===== src/shared/smcs_pkg.sv =====
// constants and types for the smart card session sequencer
package smcs_pkg;
   // ----------------------------------------
   // timing
   // ----------------------------------------
   localparam int CLK_PERIOD_NS = 10;
   localparam int OSC_LOW_PERIOD_NS = 7812; // low-frequency oscillator period
   localparam int OSC_HIGH_PERIOD_NS = 390; // high-frequency period, T / 64
   localparam int LOW_TICK_CYC = OSC_LOW_PERIOD_NS / CLK_PERIOD_NS;
   localparam int HIGH_TICK_CYC = OSC_HIGH_PERIOD_NS / CLK_PERIOD_NS;
   localparam logic [10:0] POR_TICKS = 11'h400; // 1024 low periods
   localparam logic [10:0] WAKE_TICKS = 11'h180; // 384 low periods
   localparam logic [10:0] DEB_TICKS = 11'h280; // 640 low periods
   localparam logic [10:0] T_LINES = 11'h220; // 17T/2 high periods
   localparam logic [10:0] T_CLOCK = 11'h280; // between lines and reset
   localparam logic [10:0] T_RESET = 11'h2e0; // 23T/2 high periods
   localparam logic [10:0] DEA_RST = 11'h003; // 3T/64
   localparam logic [10:0] DEA_CLK = 11'h023; // + T/2
   localparam logic [10:0] DEA_IO = 11'h043; // + T
   localparam logic [10:0] DEA_VCC = 11'h063; // + 3T/2
   localparam logic [10:0] CNT_MAX = 11'h7ff;
   localparam logic [2:0] EXT_EDGES = 3'h4; // edges that prove an external clock
   localparam logic [3:0] DIV_SETTLE = 4'ha; // crystal periods before a new ratio
   // ----------------------------------------
   // register map
   // ----------------------------------------
   localparam logic [31:0] CFG_ADDR = 32'h0000_0000;
   localparam logic [31:0] STAT_ADDR = 32'h0000_0004;
   localparam logic [15:0] CFG_RESET = 16'h0808;
   localparam int CFG_TD_LSB = 0;
   localparam int CFG_PU_LSB = 8;
   // ----------------------------------------
   // types
   // ----------------------------------------
   typedef enum logic [2:0] {
      ST_POR, ST_SHUT, ST_DEEP, ST_WAKE, ST_RAMP, ST_RUN, ST_DEACT, ST_FALL
   } smcs_state_t;
   typedef enum logic [1:0] {IO_IDLE, IO_WAIT, IO_DRIVE, IO_PULL} smcs_io_t;
endpackage


===== src/logic/smcs_sequencer.sv =====
// smart card session sequencer: power, clock, data line and status control
//
// Implementation choices: the AHB-Lite register port and the address map.
`timescale 1ns/1ps
// Operation
// - after power-up fault status stays low until request high and presence low.
// - stay inactive in shutdown for 1024 low oscillator periods after supply rise; the wait is counted from reset or from the dip, not the rise.
// - any monitored supply below threshold runs a deactivation sequence.
// - on request fall, look for an external crystal clock; stop or start oscillator.
// - card clock is crystal divided by 8, 4, 2 or 1 from the selects.
// - ratio changes are synchronous with no short card clock pulse.
// - a running select change takes effect after 10 crystal periods.
// - divided card clock duty cycle stays between 45 and 55 percent.
// - first side to fall from idle is master; other side edge detect off.
// - after a delay drive master low onto slave, then pull-up pulse, then idle.
// - shutdown: contacts inactive, host lines released, supply off, low oscillator.
// - request high with both voltage selects low enters deep shutdown.
// - 384 low periods after request fall switch to high and ramp supply.
// - host lines high at t1+17T/2, card reset enabled at t1+23T/2.
// - card clock starts after lines go high and before reset enable.
// - on request rise: reset, clock, lines, supply off at fixed steps.
// - contacts are grounded when card supply is switched off; once card supply is low, return to low oscillator.
// - outside a session fault status shows presence; dips only reset internally.
// - session fault drives status low and deactivates; cleared by request rise.
// - insertion debounced 640 low periods; removal deactivates at first fall.
// - card reset follows the host reset input once enabled.
module smcs_sequencer #(
   parameter int LOW_TICK_CYC = smcs_pkg::LOW_TICK_CYC,
   parameter int HIGH_TICK_CYC = smcs_pkg::HIGH_TICK_CYC
) (
   input wire logic CORE_CLK,
   input wire logic RESETN,
   input wire logic CLK_EN,
   input wire logic ACTIVATION_REQUEST_N,
   input wire logic CARD_PRESENCE_IN,
   input wire logic DIVIDER_SELECT_A,
   input wire logic DIVIDER_SELECT_B,
   input wire logic LOW_SUPPLY_SELECT_N,
   input wire logic HIGH_SUPPLY_SELECT,
   input wire logic HOST_CARD_RESET_IN,
   input wire logic CRYSTAL_CLOCK_IN,
   input wire logic [2:0] SUPPLY_LOW,
   input wire logic OVERCURRENT,
   input wire logic OVERHEAT,
   input wire logic CARD_SUPPLY_LOW,
   input wire logic [2:0] HOST_LINE_IN,
   output logic [2:0] HOST_LINE_OUT,
   output logic [2:0] HOST_LINE_OE,
   input wire logic [2:0] CARD_LINE_IN,
   output logic [2:0] CARD_LINE_OUT,
   output logic [2:0] CARD_LINE_OE,
   output logic FAULT_STATUS_N,
   output logic CARD_CLOCK,
   output logic CARD_RESET,
   output logic CARD_SUPPLY_EN,
   output logic CARD_CONTACT_GROUND,
   output logic OSC_HIGH_MODE,
   output logic CRYSTAL_OSC_EN,
   output logic DEEP_SHUTDOWN,
   input wire logic HSEL,
   input wire logic [31:0] HADDR,
   input wire logic [1:0] HTRANS,
   input wire logic HWRITE,
   input wire logic [2:0] HSIZE,
   input wire logic [31:0] HWDATA,
   input wire logic HREADY,
   output logic [31:0] HRDATA,
   output logic HREADYOUT,
   output logic HRESP
);

   // ----------------------------------------
   // input synchronisers
   // ----------------------------------------
   logic [19:0] raw, s1, s2;
   assign raw = {ACTIVATION_REQUEST_N, CARD_PRESENCE_IN, DIVIDER_SELECT_A, DIVIDER_SELECT_B,
      LOW_SUPPLY_SELECT_N, HIGH_SUPPLY_SELECT, HOST_CARD_RESET_IN, CRYSTAL_CLOCK_IN,
      HOST_LINE_IN, CARD_LINE_IN, SUPPLY_LOW, OVERCURRENT, OVERHEAT, CARD_SUPPLY_LOW};

   // every pin outside the bus port, reset and enable is foreign to CORE_CLK, so all pass two flops
   always_ff @(posedge CORE_CLK or negedge RESETN) begin
      if (!RESETN) begin
         s1 <= 20'h00000;
         s2 <= 20'h00000;
      end else if (CLK_EN) begin
         s1 <= raw;
         s2 <= s1;
      end
   end

   logic req, pres, sel_a, sel_b, vsel1, vsel2, hrst, xs, ovc, ovh, vcc_low;
   logic [2:0] h_in, c_in, sup;
   assign {req, pres, sel_a, sel_b, vsel1, vsel2, hrst, xs} = s2[19:12];
   assign {h_in, c_in, sup, ovc, ovh, vcc_low} = s2[11:0];

   // edge history resets like the synchroniser, so no false fall follows reset
   logic req_d, xs_d;
   logic [2:0] h_d, c_d;
   always_ff @(posedge CORE_CLK or negedge RESETN) begin
      if (!RESETN) begin
         req_d <= 1'b0;
         xs_d <= 1'b0;
         h_d <= 3'h0;
         c_d <= 3'h0;
      end else if (CLK_EN) begin
         req_d <= req;
         xs_d <= xs;
         h_d <= h_in;
         c_d <= c_in;
      end
   end
   logic req_fall, sup_low, x_rise, x_edge;
   assign req_fall = req_d & ~req;
   assign sup_low = |sup;
   assign x_edge = xs ^ xs_d;
   assign x_rise = xs & ~xs_d;

   // ----------------------------------------
   // internal oscillator ticks
   // ----------------------------------------
   smcs_pkg::smcs_state_t st, next_st;
   logic osc_high, lt, ht, tick;
   logic [15:0] lo_pre, hi_pre;
   assign lt = (lo_pre == 16'(LOW_TICK_CYC - 1));
   assign ht = (hi_pre == 16'(HIGH_TICK_CYC - 1));
   assign tick = osc_high ? ht : lt;

   // high divider only runs in high mode, so it starts fresh on each switch
   always_ff @(posedge CORE_CLK or negedge RESETN) begin
      if (!RESETN) begin
         lo_pre <= 16'h0000;
         hi_pre <= 16'h0000;
      end else if (CLK_EN) begin
         lo_pre <= lt ? 16'h0000 : lo_pre + 16'h0001;
         hi_pre <= (ht || !osc_high) ? 16'h0000 : hi_pre + 16'h0001;
      end
   end

   // ----------------------------------------
   // sequencer
   // ----------------------------------------
   logic [10:0] seq;
   logic fault_evt, abort, session;
   assign fault_evt = sup_low | ovc | ovh | ~pres;
   assign abort = req | fault_evt;
   assign session = (st == smcs_pkg::ST_RAMP) || (st == smcs_pkg::ST_RUN);

   always_comb begin
      next_st = st;
      unique case (st)
         smcs_pkg::ST_POR: if (seq == smcs_pkg::POR_TICKS) next_st = smcs_pkg::ST_SHUT;
         smcs_pkg::ST_SHUT: begin
            if (sup_low) next_st = smcs_pkg::ST_POR;
            else if (req_fall) next_st = smcs_pkg::ST_WAKE;
            else if (req && !vsel1 && !vsel2) next_st = smcs_pkg::ST_DEEP;
         end
         smcs_pkg::ST_DEEP: begin
            if (sup_low) next_st = smcs_pkg::ST_POR;
            else if (!req || vsel1 || vsel2) next_st = smcs_pkg::ST_SHUT;
         end
         smcs_pkg::ST_WAKE: begin
            if (req || sup_low) next_st = smcs_pkg::ST_SHUT;
            else if (seq == smcs_pkg::WAKE_TICKS) next_st = smcs_pkg::ST_RAMP;
         end
         smcs_pkg::ST_RAMP: begin
            if (abort) next_st = smcs_pkg::ST_DEACT;
            else if (seq == smcs_pkg::T_RESET) next_st = smcs_pkg::ST_RUN;
         end
         smcs_pkg::ST_RUN: if (abort) next_st = smcs_pkg::ST_DEACT;
         smcs_pkg::ST_DEACT: if (seq == smcs_pkg::DEA_VCC) next_st = smcs_pkg::ST_FALL;
         smcs_pkg::ST_FALL: if (vcc_low) next_st = smcs_pkg::ST_SHUT;
      endcase
   end

   // state and delay counter; the counter restarts on every state change
   always_ff @(posedge CORE_CLK or negedge RESETN) begin
      if (!RESETN) begin
         st <= smcs_pkg::ST_POR;
         seq <= 11'h000;
      end else if (CLK_EN) begin
         st <= next_st;
         if (next_st != st) seq <= 11'h000;
         else if (tick && seq != smcs_pkg::CNT_MAX) seq <= seq + 11'h001;
      end
   end

   // ----------------------------------------
   // sequence outputs
   // ----------------------------------------
   logic lines_up, clk_on, reset_en;
   always_ff @(posedge CORE_CLK or negedge RESETN) begin
      if (!RESETN) begin
         lines_up <= 1'b0;
         clk_on <= 1'b0;
         reset_en <= 1'b0;
      end else if (CLK_EN) begin
         if (st == smcs_pkg::ST_RAMP) begin
            if (seq >= smcs_pkg::T_LINES) lines_up <= 1'b1;
            if (seq >= smcs_pkg::T_CLOCK) clk_on <= 1'b1;
            if (seq >= smcs_pkg::T_RESET) reset_en <= 1'b1;
         end
         if (st == smcs_pkg::ST_DEACT) begin
            if (seq >= smcs_pkg::DEA_RST) reset_en <= 1'b0;
            if (seq >= smcs_pkg::DEA_CLK) clk_on <= 1'b0;
            if (seq >= smcs_pkg::DEA_IO) lines_up <= 1'b0;
         end
      end
   end

   // supply, oscillator mode and contact state follow the sequencer position
   always_ff @(posedge CORE_CLK or negedge RESETN) begin
      if (!RESETN) begin
         CARD_SUPPLY_EN <= 1'b0;
         osc_high <= 1'b0;
         DEEP_SHUTDOWN <= 1'b0;
         CARD_RESET <= 1'b0;
      end else if (CLK_EN) begin
         CARD_SUPPLY_EN <= session || (st == smcs_pkg::ST_DEACT && seq < smcs_pkg::DEA_VCC);
         osc_high <= session || st == smcs_pkg::ST_DEACT || st == smcs_pkg::ST_FALL;
         DEEP_SHUTDOWN <= (st == smcs_pkg::ST_DEEP);
         CARD_RESET <= reset_en & hrst;
      end
   end
   assign OSC_HIGH_MODE = osc_high;
   assign CARD_CONTACT_GROUND = ~CARD_SUPPLY_EN;

   // ----------------------------------------
   // clock source detection
   // ----------------------------------------
   logic [2:0] x_edges;
   logic ext_clk;
   assign ext_clk = (x_edges >= smcs_pkg::EXT_EDGES);
   // oscillator held off in the window so only a foreign clock can toggle the input
   always_ff @(posedge CORE_CLK or negedge RESETN) begin
      if (!RESETN) begin
         x_edges <= 3'h0;
         CRYSTAL_OSC_EN <= 1'b0;
      end else if (CLK_EN) begin
         if (st == smcs_pkg::ST_SHUT) x_edges <= 3'h0;
         else if (st == smcs_pkg::ST_WAKE && x_rise && !ext_clk) x_edges <= x_edges + 3'h1;
         if (st == smcs_pkg::ST_WAKE) CRYSTAL_OSC_EN <= 1'b0;
         else if (st == smcs_pkg::ST_RAMP) CRYSTAL_OSC_EN <= ~ext_clk;
         else if (st == smcs_pkg::ST_SHUT) CRYSTAL_OSC_EN <= 1'b0;
      end
   end

   // ----------------------------------------
   // card clock divider
   // ----------------------------------------
   logic [3:0] sel_ratio, ratio, hcnt, settle;
   logic div_ready;
   // value is crystal half-periods per card clock half-period
   always_comb begin
      unique case ({sel_a, sel_b})
         2'b00: sel_ratio = 4'h8;
         2'b01: sel_ratio = 4'h4;
         2'b11: sel_ratio = 4'h2;
         2'b10: sel_ratio = 4'h1;
      endcase
   end
   assign div_ready = (settle == smcs_pkg::DIV_SETTLE);

   // the selects must differ from the running ratio for ten crystal periods
   always_ff @(posedge CORE_CLK or negedge RESETN) begin
      if (!RESETN) settle <= 4'h0;
      else if (CLK_EN) begin
         if (sel_ratio == ratio) settle <= 4'h0;
         else if (x_rise && !div_ready) settle <= settle + 4'h1;
      end
   end

   // new ratio only at a toggle or while the clock is off, so every half period is whole
   always_ff @(posedge CORE_CLK or negedge RESETN) begin
      if (!RESETN) begin
         ratio <= 4'h8;
         hcnt <= 4'h0;
         CARD_CLOCK <= 1'b0;
      end else if (CLK_EN) begin
         if (!clk_on) begin
            CARD_CLOCK <= 1'b0;
            hcnt <= 4'h0;
            ratio <= sel_ratio;
         end else if (x_edge) begin
            if (hcnt + 4'h1 >= ratio) begin
               CARD_CLOCK <= ~CARD_CLOCK;
               hcnt <= 4'h0;
               if (div_ready) ratio <= sel_ratio;
            end else hcnt <= hcnt + 4'h1;
         end
      end
   end

   // ----------------------------------------
   // presence debounce and fault status
   // ----------------------------------------
   logic [10:0] deb;
   logic present, hold, flt;
   always_ff @(posedge CORE_CLK or negedge RESETN) begin
      if (!RESETN) begin
         deb <= 11'h000;
         present <= 1'b0;
      end else if (CLK_EN) begin
         if (!pres) begin
            deb <= 11'h000;
            present <= 1'b0;
         end else if (deb == smcs_pkg::DEB_TICKS) present <= 1'b1;
         else if (lt) deb <= deb + 11'h001;
      end
   end

   // fault latch: a fault only latches while request is low, so it never meets the request-driven clear
   always_ff @(posedge CORE_CLK or negedge RESETN) begin
      if (!RESETN) begin
         hold <= 1'b1;
         flt <= 1'b0;
         FAULT_STATUS_N <= 1'b0;
      end else if (CLK_EN) begin
         if (req && !pres) hold <= 1'b0;
         if (session && fault_evt && !req) flt <= 1'b1;
         else if (req && !session) flt <= 1'b0;
         if (hold) FAULT_STATUS_N <= 1'b0;
         else if (st == smcs_pkg::ST_DEEP) FAULT_STATUS_N <= pres;
         else FAULT_STATUS_N <= present & ~flt;
      end
   end

   // ----------------------------------------
   // data line bridges
   // ----------------------------------------
   logic [15:0] cfg;
   logic hold_low;
   assign hold_low = ~lines_up && (session || st == smcs_pkg::ST_DEACT);

   for (genvar i = 0; i < 3; i++) begin : g_line
      smcs_pkg::smcs_io_t io_st;
      logic master_card;
      logic [7:0] cnt;
      logic m_in, drv;
      assign m_in = master_card ? c_in[i] : h_in[i];
      assign drv = (io_st == smcs_pkg::IO_DRIVE) || (io_st == smcs_pkg::IO_PULL);
      // the slave edge detector is ignored until the line is idle again
      always_ff @(posedge CORE_CLK or negedge RESETN) begin
         if (!RESETN) begin
            io_st <= smcs_pkg::IO_IDLE;
            master_card <= 1'b0;
            cnt <= 8'h00;
         end else if (CLK_EN) begin
            if (!lines_up) io_st <= smcs_pkg::IO_IDLE;
            else begin
               unique case (io_st)
                  smcs_pkg::IO_IDLE: begin
                     cnt <= 8'h00;
                     if (h_d[i] && !h_in[i]) begin
                        master_card <= 1'b0;
                        io_st <= smcs_pkg::IO_WAIT;
                     end else if (c_d[i] && !c_in[i]) begin
                        master_card <= 1'b1;
                        io_st <= smcs_pkg::IO_WAIT;
                     end
                  end
                  smcs_pkg::IO_WAIT: begin
                     cnt <= cnt + 8'h01;
                     if (cnt == cfg[smcs_pkg::CFG_TD_LSB+:8]) io_st <= smcs_pkg::IO_DRIVE;
                  end
                  smcs_pkg::IO_DRIVE: begin
                     cnt <= 8'h00;
                     if (m_in) io_st <= smcs_pkg::IO_PULL;
                  end
                  smcs_pkg::IO_PULL: begin
                     cnt <= cnt + 8'h01;
                     if (cnt == cfg[smcs_pkg::CFG_PU_LSB+:8]) io_st <= smcs_pkg::IO_IDLE;
                  end
               endcase
            end
         end
      end
      // slave side carries the master level; before lines go up card lines are held low, host lines only in a session or deactivation
      assign HOST_LINE_OE[i] = lines_up ? (drv & master_card) : hold_low;
      assign HOST_LINE_OUT[i] = lines_up & (io_st == smcs_pkg::IO_PULL);
      assign CARD_LINE_OE[i] = lines_up ? (drv & ~master_card) : 1'b1;
      assign CARD_LINE_OUT[i] = lines_up & (io_st == smcs_pkg::IO_PULL);

   end

   // ----------------------------------------
   // bus slave
   // ----------------------------------------
   logic wr_pend;
   logic [31:0] wr_addr, stat;
   assign stat = {20'h00000, ext_clk, present, flt, clk_on, ratio, reset_en, st};
   assign HREADYOUT = 1'b1;
   assign HRESP = 1'b0;

   // write data arrives one cycle after its address phase
   always_ff @(posedge CORE_CLK or negedge RESETN) begin
      if (!RESETN) begin
         wr_pend <= 1'b0;
         wr_addr <= 32'h0000_0000;
         cfg <= smcs_pkg::CFG_RESET;
         HRDATA <= 32'h0000_0000;
      end else if (CLK_EN) begin
         if (wr_pend && wr_addr == smcs_pkg::CFG_ADDR) cfg <= HWDATA[15:0];
         if (HREADY) begin
            wr_pend <= HSEL & HTRANS[1] & HWRITE;
            wr_addr <= HADDR;
            if (HSEL && HTRANS[1] && !HWRITE) begin
               if (HADDR == smcs_pkg::CFG_ADDR) HRDATA <= {16'h0000, cfg};
               else if (HADDR == smcs_pkg::STAT_ADDR) HRDATA <= stat;
               else HRDATA <= 32'h0000_0000;
            end
         end
      end
   end
endmodule


===== config.mk =====
export PLATFORM = sky130hd
export DESIGN_NAME = smcs_sequencer
export DESIGN_NICKNAME = d
export VERILOG_FILES = /design/src/shared/smcs_pkg.sv /design/src/logic/smcs_sequencer.sv
export SDC_FILE = /design/constraint.sdc
export NUM_CORES = 1
export LEC_CHECK = 0
export ABC_AREA = 1
export BUFFER_PORTS_ARGS = -buffer_cell sky130_fd_sc_hd__buf_4
export CORE_MARGIN = 5
export CORE_UTILIZATION = 50
export CTS_CLUSTER_SIZE = 28
export DETAILED_ROUTE_END_ITERATION = 7
export PLACE_DENSITY = 0.68
export SYNTH_ARGS = -nofsm -noshare
export SYNTH_HDL_FRONTEND = slang
export SYNTH_SLANG_ARGS = --single-unit

===== constraint.sdc =====
create_clock -name CORE_CLK -period 2.5 [get_ports CORE_CLK]
set_clock_uncertainty 0.05 [all_clocks]
set_input_delay 0.25 -clock CORE_CLK [delete_from_list [all_inputs] [get_ports CORE_CLK]]
set_output_delay 0.25 -clock CORE_CLK [all_outputs]
set_load 0.05 [all_outputs]

Yosys cells after proc, flatten, opt, wreduce, memory -nomap -nowiden

Index checks and enable logic that the tools add are counted.

Bits in registers: 247
Input port bits: 95

Bitwise gates (word level): 31
Muxes and demuxes: 99
$add $sub $neg: 10
Eq/ne operators: 55
$lt $le $gt $ge: 9
Reduce and logical (&&, ||, !) cells: 90

Operators with widths:

| kind                                                  | count |
|---|---|
| zero test 32 bit                                      | 2 |
| two-way mux 11 bit                                    | 5 |
| equality test 8 bit                                   | 6 |
| two-way mux 16 bit                                    | 3 |
| one-hot mux 8 bit (2 select lines)                    | 3 |
| two-way mux 3 bit                                     | 15 |
| two-way mux 1 bit                                     | 40 |
| two-way mux 2 bit                                     | 18 |
| two-way mux 4 bit                                     | 9 |
| >= comparator 11 x 10 -> 1 bit, second input constant | 3 |
| adder 16 x 1 -> 16 bit, second input constant         | 2 |
| equality test 32 x 3 -> 1 bit, second input constant  | 1 |
| adder 8 x 1 -> 8 bit, second input constant           | 3 |
| one-hot mux 2 bit (4 select lines)                    | 3 |
| one-hot mux 3 bit (8 select lines)                    | 1 |
| adder 11 x 1 -> 11 bit, second input constant         | 2 |
| equality test 11 x 10 -> 1 bit, second input constant | 2 |
| AND reduction 2 bit                                   | 11 |
| logical AND 1 bit                                     | 21 |
| != test 3 bit, second input constant                  | 6 |
| equality test 16 x 10 -> 1 bit, second input constant | 1 |
| equality test 16 x 6 -> 1 bit, second input constant  | 1 |
| equality test 2 bit, second input constant            | 8 |
| one-hot mux 4 bit (4 select lines)                    | 1 |
| other kinds (39)                                      | 127 |

Depth between registers and ports, before layout

Depth after elaboration: 10
Mapped depth: 16

Worst setup path before layout

OpenSTA, ideal clock, no wires.

Path type: reg2out
Start: register lines_up
End: output port HOST_LINE_OE[0]
Data required time: 2200 ps
Cell stages (with the launch flop): 5
Arrival time: 2109 ps
Path slack: 91 ps
Path buffers: 2
Cell sequence: dfrtp_1 buf_2 clkbuf_1 inv_1 o31ai_1

Longest elaborated chain between the ends: 3

Ends and longest elaborated chain:

| what                   | RTL line              | source |
|---|---|---|
| from (decl)            | smcs_sequencer.sv:190 | `logic lines_up, clk_on, reset_en;` |
| from (signal assigned) | smcs_sequencer.sv:193 | `lines_up <= 1'b0;` |
| from (signal assigned) | smcs_sequencer.sv:198 | `if (seq >= smcs_pkg::T_LINES) lines_up <= 1'b1;` |
| from (signal assigned) | smcs_sequencer.sv:205 | `if (seq >= smcs_pkg::DEA_IO) lines_up <= 1'b0;` |
| inverter 1 bit         | smcs_sequencer.sv:332 | `assign hold_low = ~lines_up && (session \|\| st == smcs_pkg::ST_DEACT);` |
| logical AND 1 bit      | smcs_sequencer.sv:332 |  |
| two-way mux 1 bit (*)  | smcs_sequencer.sv:378 | `assign HOST_LINE_OE[i] = lines_up ? (drv & master_card) : hold_low;` |
| to (decl)              | smcs_sequencer.sv:48  | `output logic [2:0] HOST_LINE_OE,` |

Mark *: on every way between the ends. The rest lies on a longest branch, timed or not.

Worst setup path in the final report

Start: register lines_up
End: output port HOST_LINE_OE[1]

The elaborated chain is that of the path after synthesis.

==> results by group <==
Outcome
  • Status: finished, final reports clean

Route
  • Pre-Repair DR Iteration Count: 5
  • Vias per inst: 5.22
  • Final ANT Viol Nets: 0
  • Wirelength per Cell: 14.9 um
  • Vias post-DR: 10978
  • # DRC: 0
  • WL final: 31400 um
  • 1st-iter DRT viols: 834

Worst setup path
  • Crit-path cells: inv_1 -> o31ai_1 -> buf_4
  • Critical Path Sink Type: output pin
  • Bufs and invs on worst path: 2
  • Crit Path Max Fanout: 8
  • WP data arrival: 2.09 ns
  • Delay-heaviest family, CP: buffers and inverters
  • Critical Path Start Type: flip-flop
  • Slowest-stage cell, CP: dfrtp_1
  • R2R Setup Slk: 0.25 ns
  • Critical Path RT: 2.20 ns
  • R2r startpoint: seq[0]$_DFFE_PN0P_
  • Slowest cell delay on critical path: 0.50 ns
  • Critical path type: reg2out
  • Endpoint of the worst register-to-register path: seq[6]$_DFFE_PN0P_
  • R2R cell count: 14

Synthesis
  • Seq/Total Area, Yosys: 46.5%
  • Post-synth EDFFs: 0
  • Cell Area, Synth: 12400 um2
  • Synth area leader: dfrtp_1
  • Asr flop ratio synth: 100%
  • FF+latch count, synth: 231
  • Top post-synthesis cells by count: 451 x nand2_1, 227 x dfrtp_1, 208 x inv_1
  • Synth warnings: 0
  • Most common cell in the netlist: nand2_1
  • Mapped Avg Cell Area: 7.87 um2
  • Main synth FF type: dfrtp_1
  • Top post-synthesis cells by area: dfrtp_1 46%, nand2_1 14%, inv_1 6.3%, o21ai_0 4.3%, nand3_1 3.6%
  • Synth unique cells: 50
  • Gate Count Post-Synth: 1579
  • Synth top area share: 45.7%

Clock tree
  • H-tree levels: 1
  • Clock Root Buffer: clkbuf_16
  • Clk_lat worst skew: 0.55 ns
  • Clock Pin Slew Worst Setup and Hold Paths: 0.06 ns
  • Clock Sinks: 231
  • TritonCTS clock tree: built
  • CTS Buf Count: 27
  • Clock tree buffer depth: 3

Power
  • Power, Total: 12.0 mW
  • Sw Share: 34.1%
  • Sw power: 4.08 mW
  • Sequential share of power: 38.7%
  • Power Density: 785 nW/um2
  • Maximum vdd ir drop: 0.784 mV
  • Logic gate share of total power: 26.4%
  • Cell internal pwr: 7.90 mW
  • Clock power share: 35.0%
  • P_leak: 7.57 nW

Cells and area
  • Antenna cell count: 0
  • Post-Layout Inst Area: 15300 um2
  • Final net count: 1888
  • Layout cells sized above 1: 12.2%
  • Area Growth Syn to Fin: 22.8%
  • Final std cells w/o fill: 2104
  • Util after Layout: 62.6%

Global route
  • Initial antenna violation count: 0
  • Number of global-route vias before repair: 10855
  • GRT Residual Overflow: 0
  • Tot GR Track Use: 22.2%
  • Pin count of the biggest net entering global routing: 81
  • First-pass GRT wire length: 52700 um

Place
  • DP Worst Slack: 0.205 ns
  • Gpl congestion: 0.908
  • Placed insts: 1983
  • HPWL Detailed: 22500 um
  • PortBufs: 110
  • Dpl cell area: 13600 um2

Min path
  • Worst Hold Path EP: HRDATA[5]$_DFFE_PN0P_
  • Hold depth: 5
  • Hold path start: HWRITE
  • Worst hold path class: in2reg

Floorplanning
  • Initial Utilization: 51.0%
  • Die H: 168 um
  • Core area: 24400 um2
  • Die width: 168 um
  • Cell row count: 57
  • Die area: 28100 um2
  • Top Ports: 149

STA
  • Fin crit share: 95.7%
  • Final setup fails: 0
  • Final period demand of the worst path: 2.39 ns
  • FMAX: 418 MHz
  • Final WS setup: 0.108 ns
  • Setup_tns: 0 ns
  • RSZ-0062 raised after global routing: no
  • Max Slew Vio Count: 0
  • Hold WS: 0.150 ns
  • Least-Margin Pin Slew: 0.652 ns
  • Relative slew slack: 56.6%
  • Hold Fails Final Rpt: 0

Job
  • MaxCap Viol Count: 0
[cells by family (layout without fill, tap and decap cells)]
family	after synthesis	in the layout	synth area share [%]
simple gates	766	766	27.0
buf+inv	284	469	9.63
flops	231	231	46.5
compound gates	208	208	9.54
xor+xnor	55	55	3.87
fa+ha+maj	33	33	3.32
other cells	2	18	0.0604
[power by group through the flow]
| stage | sequential (mW) | clock, mW | combinational (mW) |
|---|---|---|---|
| floorplan | 4.64 | 0 | 2.16 |
| global placement | 4.67 | 0 | 2.94 |
| detailed placement | 4.68 | 0 | 3.02 |
| CTS | 4.62 | 4.28 | 3.14 |
| global route | 4.70 | 4.43 | 3.55 |
| finish | 4.63 | 4.19 | 3.16 |
[state kept, by name, summed over array words and instances, names as in the netlist, 16 cells and up]
name and cells:
s1 20, lo_pre 16, cfg 16, wr_addr 32
s2 20, HRDATA 16, g_line.cnt 24, hi_pre 16
[layer usage]
layer  vias up  GRT usage [%]  wire length, um
li1       5446              -                -
met1      5206           30.4            14100
met2       250           37.3            14900
met3        76           2.71             1320
met4         0           6.95             1060
met5         -              0                0
[tightest hold or removal path, stage by stage]
cell     delay (ns)
buf_4          0.11
nor4_4         0.05
buf_4          0.18
nand2_1        0.08
nand2_1        0.04
[cell usage in the layout, fill, tap and decap left out, drive strengths merged, types with 8 or more instances in the layout]
cell,instances
dlygate4sd3,72
o31ai,18
nand4,43
xnor2,31
o22ai,14
nor3b,8
a21oi,39
o21ai,108
nor2,95
dfrtp,227
nand2,454
inv,211
clkinv,9
ha,33
nor4,25
buf,136
clkbuf,37
xor2,24
nand3,91
conb,18
nor3,41
[repair_timing]
item                                   in CTS  in global routing
gates resized for setup                     2                  8
hold buffers                               72                  0
buffers inserted                            0                  0
endpoints found under the hold margin     143                  0
setup endpoints to repair                   3                 15
[how the worst max path moves through the flow]
stage / startpoint / endpoint / slack (ns) / depth (start not counted)
floorplan: lines_up$_DFFE_PN0P_ / HOST_LINE_OE[0] / 0.09 / 4
global placement: seq[0]$_DFFE_PN0P_ / seq[10]$_DFFE_PN0P_ / 0.25 / 10
detailed placement: seq[0]$_DFFE_PN0P_ / seq[3]$_DFFE_PN0P_ / 0.21 / 10
CTS: st[1]$_DFFE_PN0P_ / HOST_LINE_OE[2] / 0.007 / 6
global route: lines_up$_DFFE_PN0P_ / HOST_LINE_OE[1] / 0.04 / 3
finish: lines_up$_DFFE_PN0P_ / HOST_LINE_OE[1] / 0.11 / 3
[final cells by class]
cell class | instances | area, um2
Timing Repair Buffer | 208 | 1780
Inverter | 212 | 796
Clock inverter | 12 | 179
Fill cell | 2138 | 9130
Clock buffer | 37 | 783
Multi-Input combinational cell | 1080 | 5540
Sequential cell | 231 | 5790
Tap cell | 324 | 405
(Power assumes the default switching activity.)
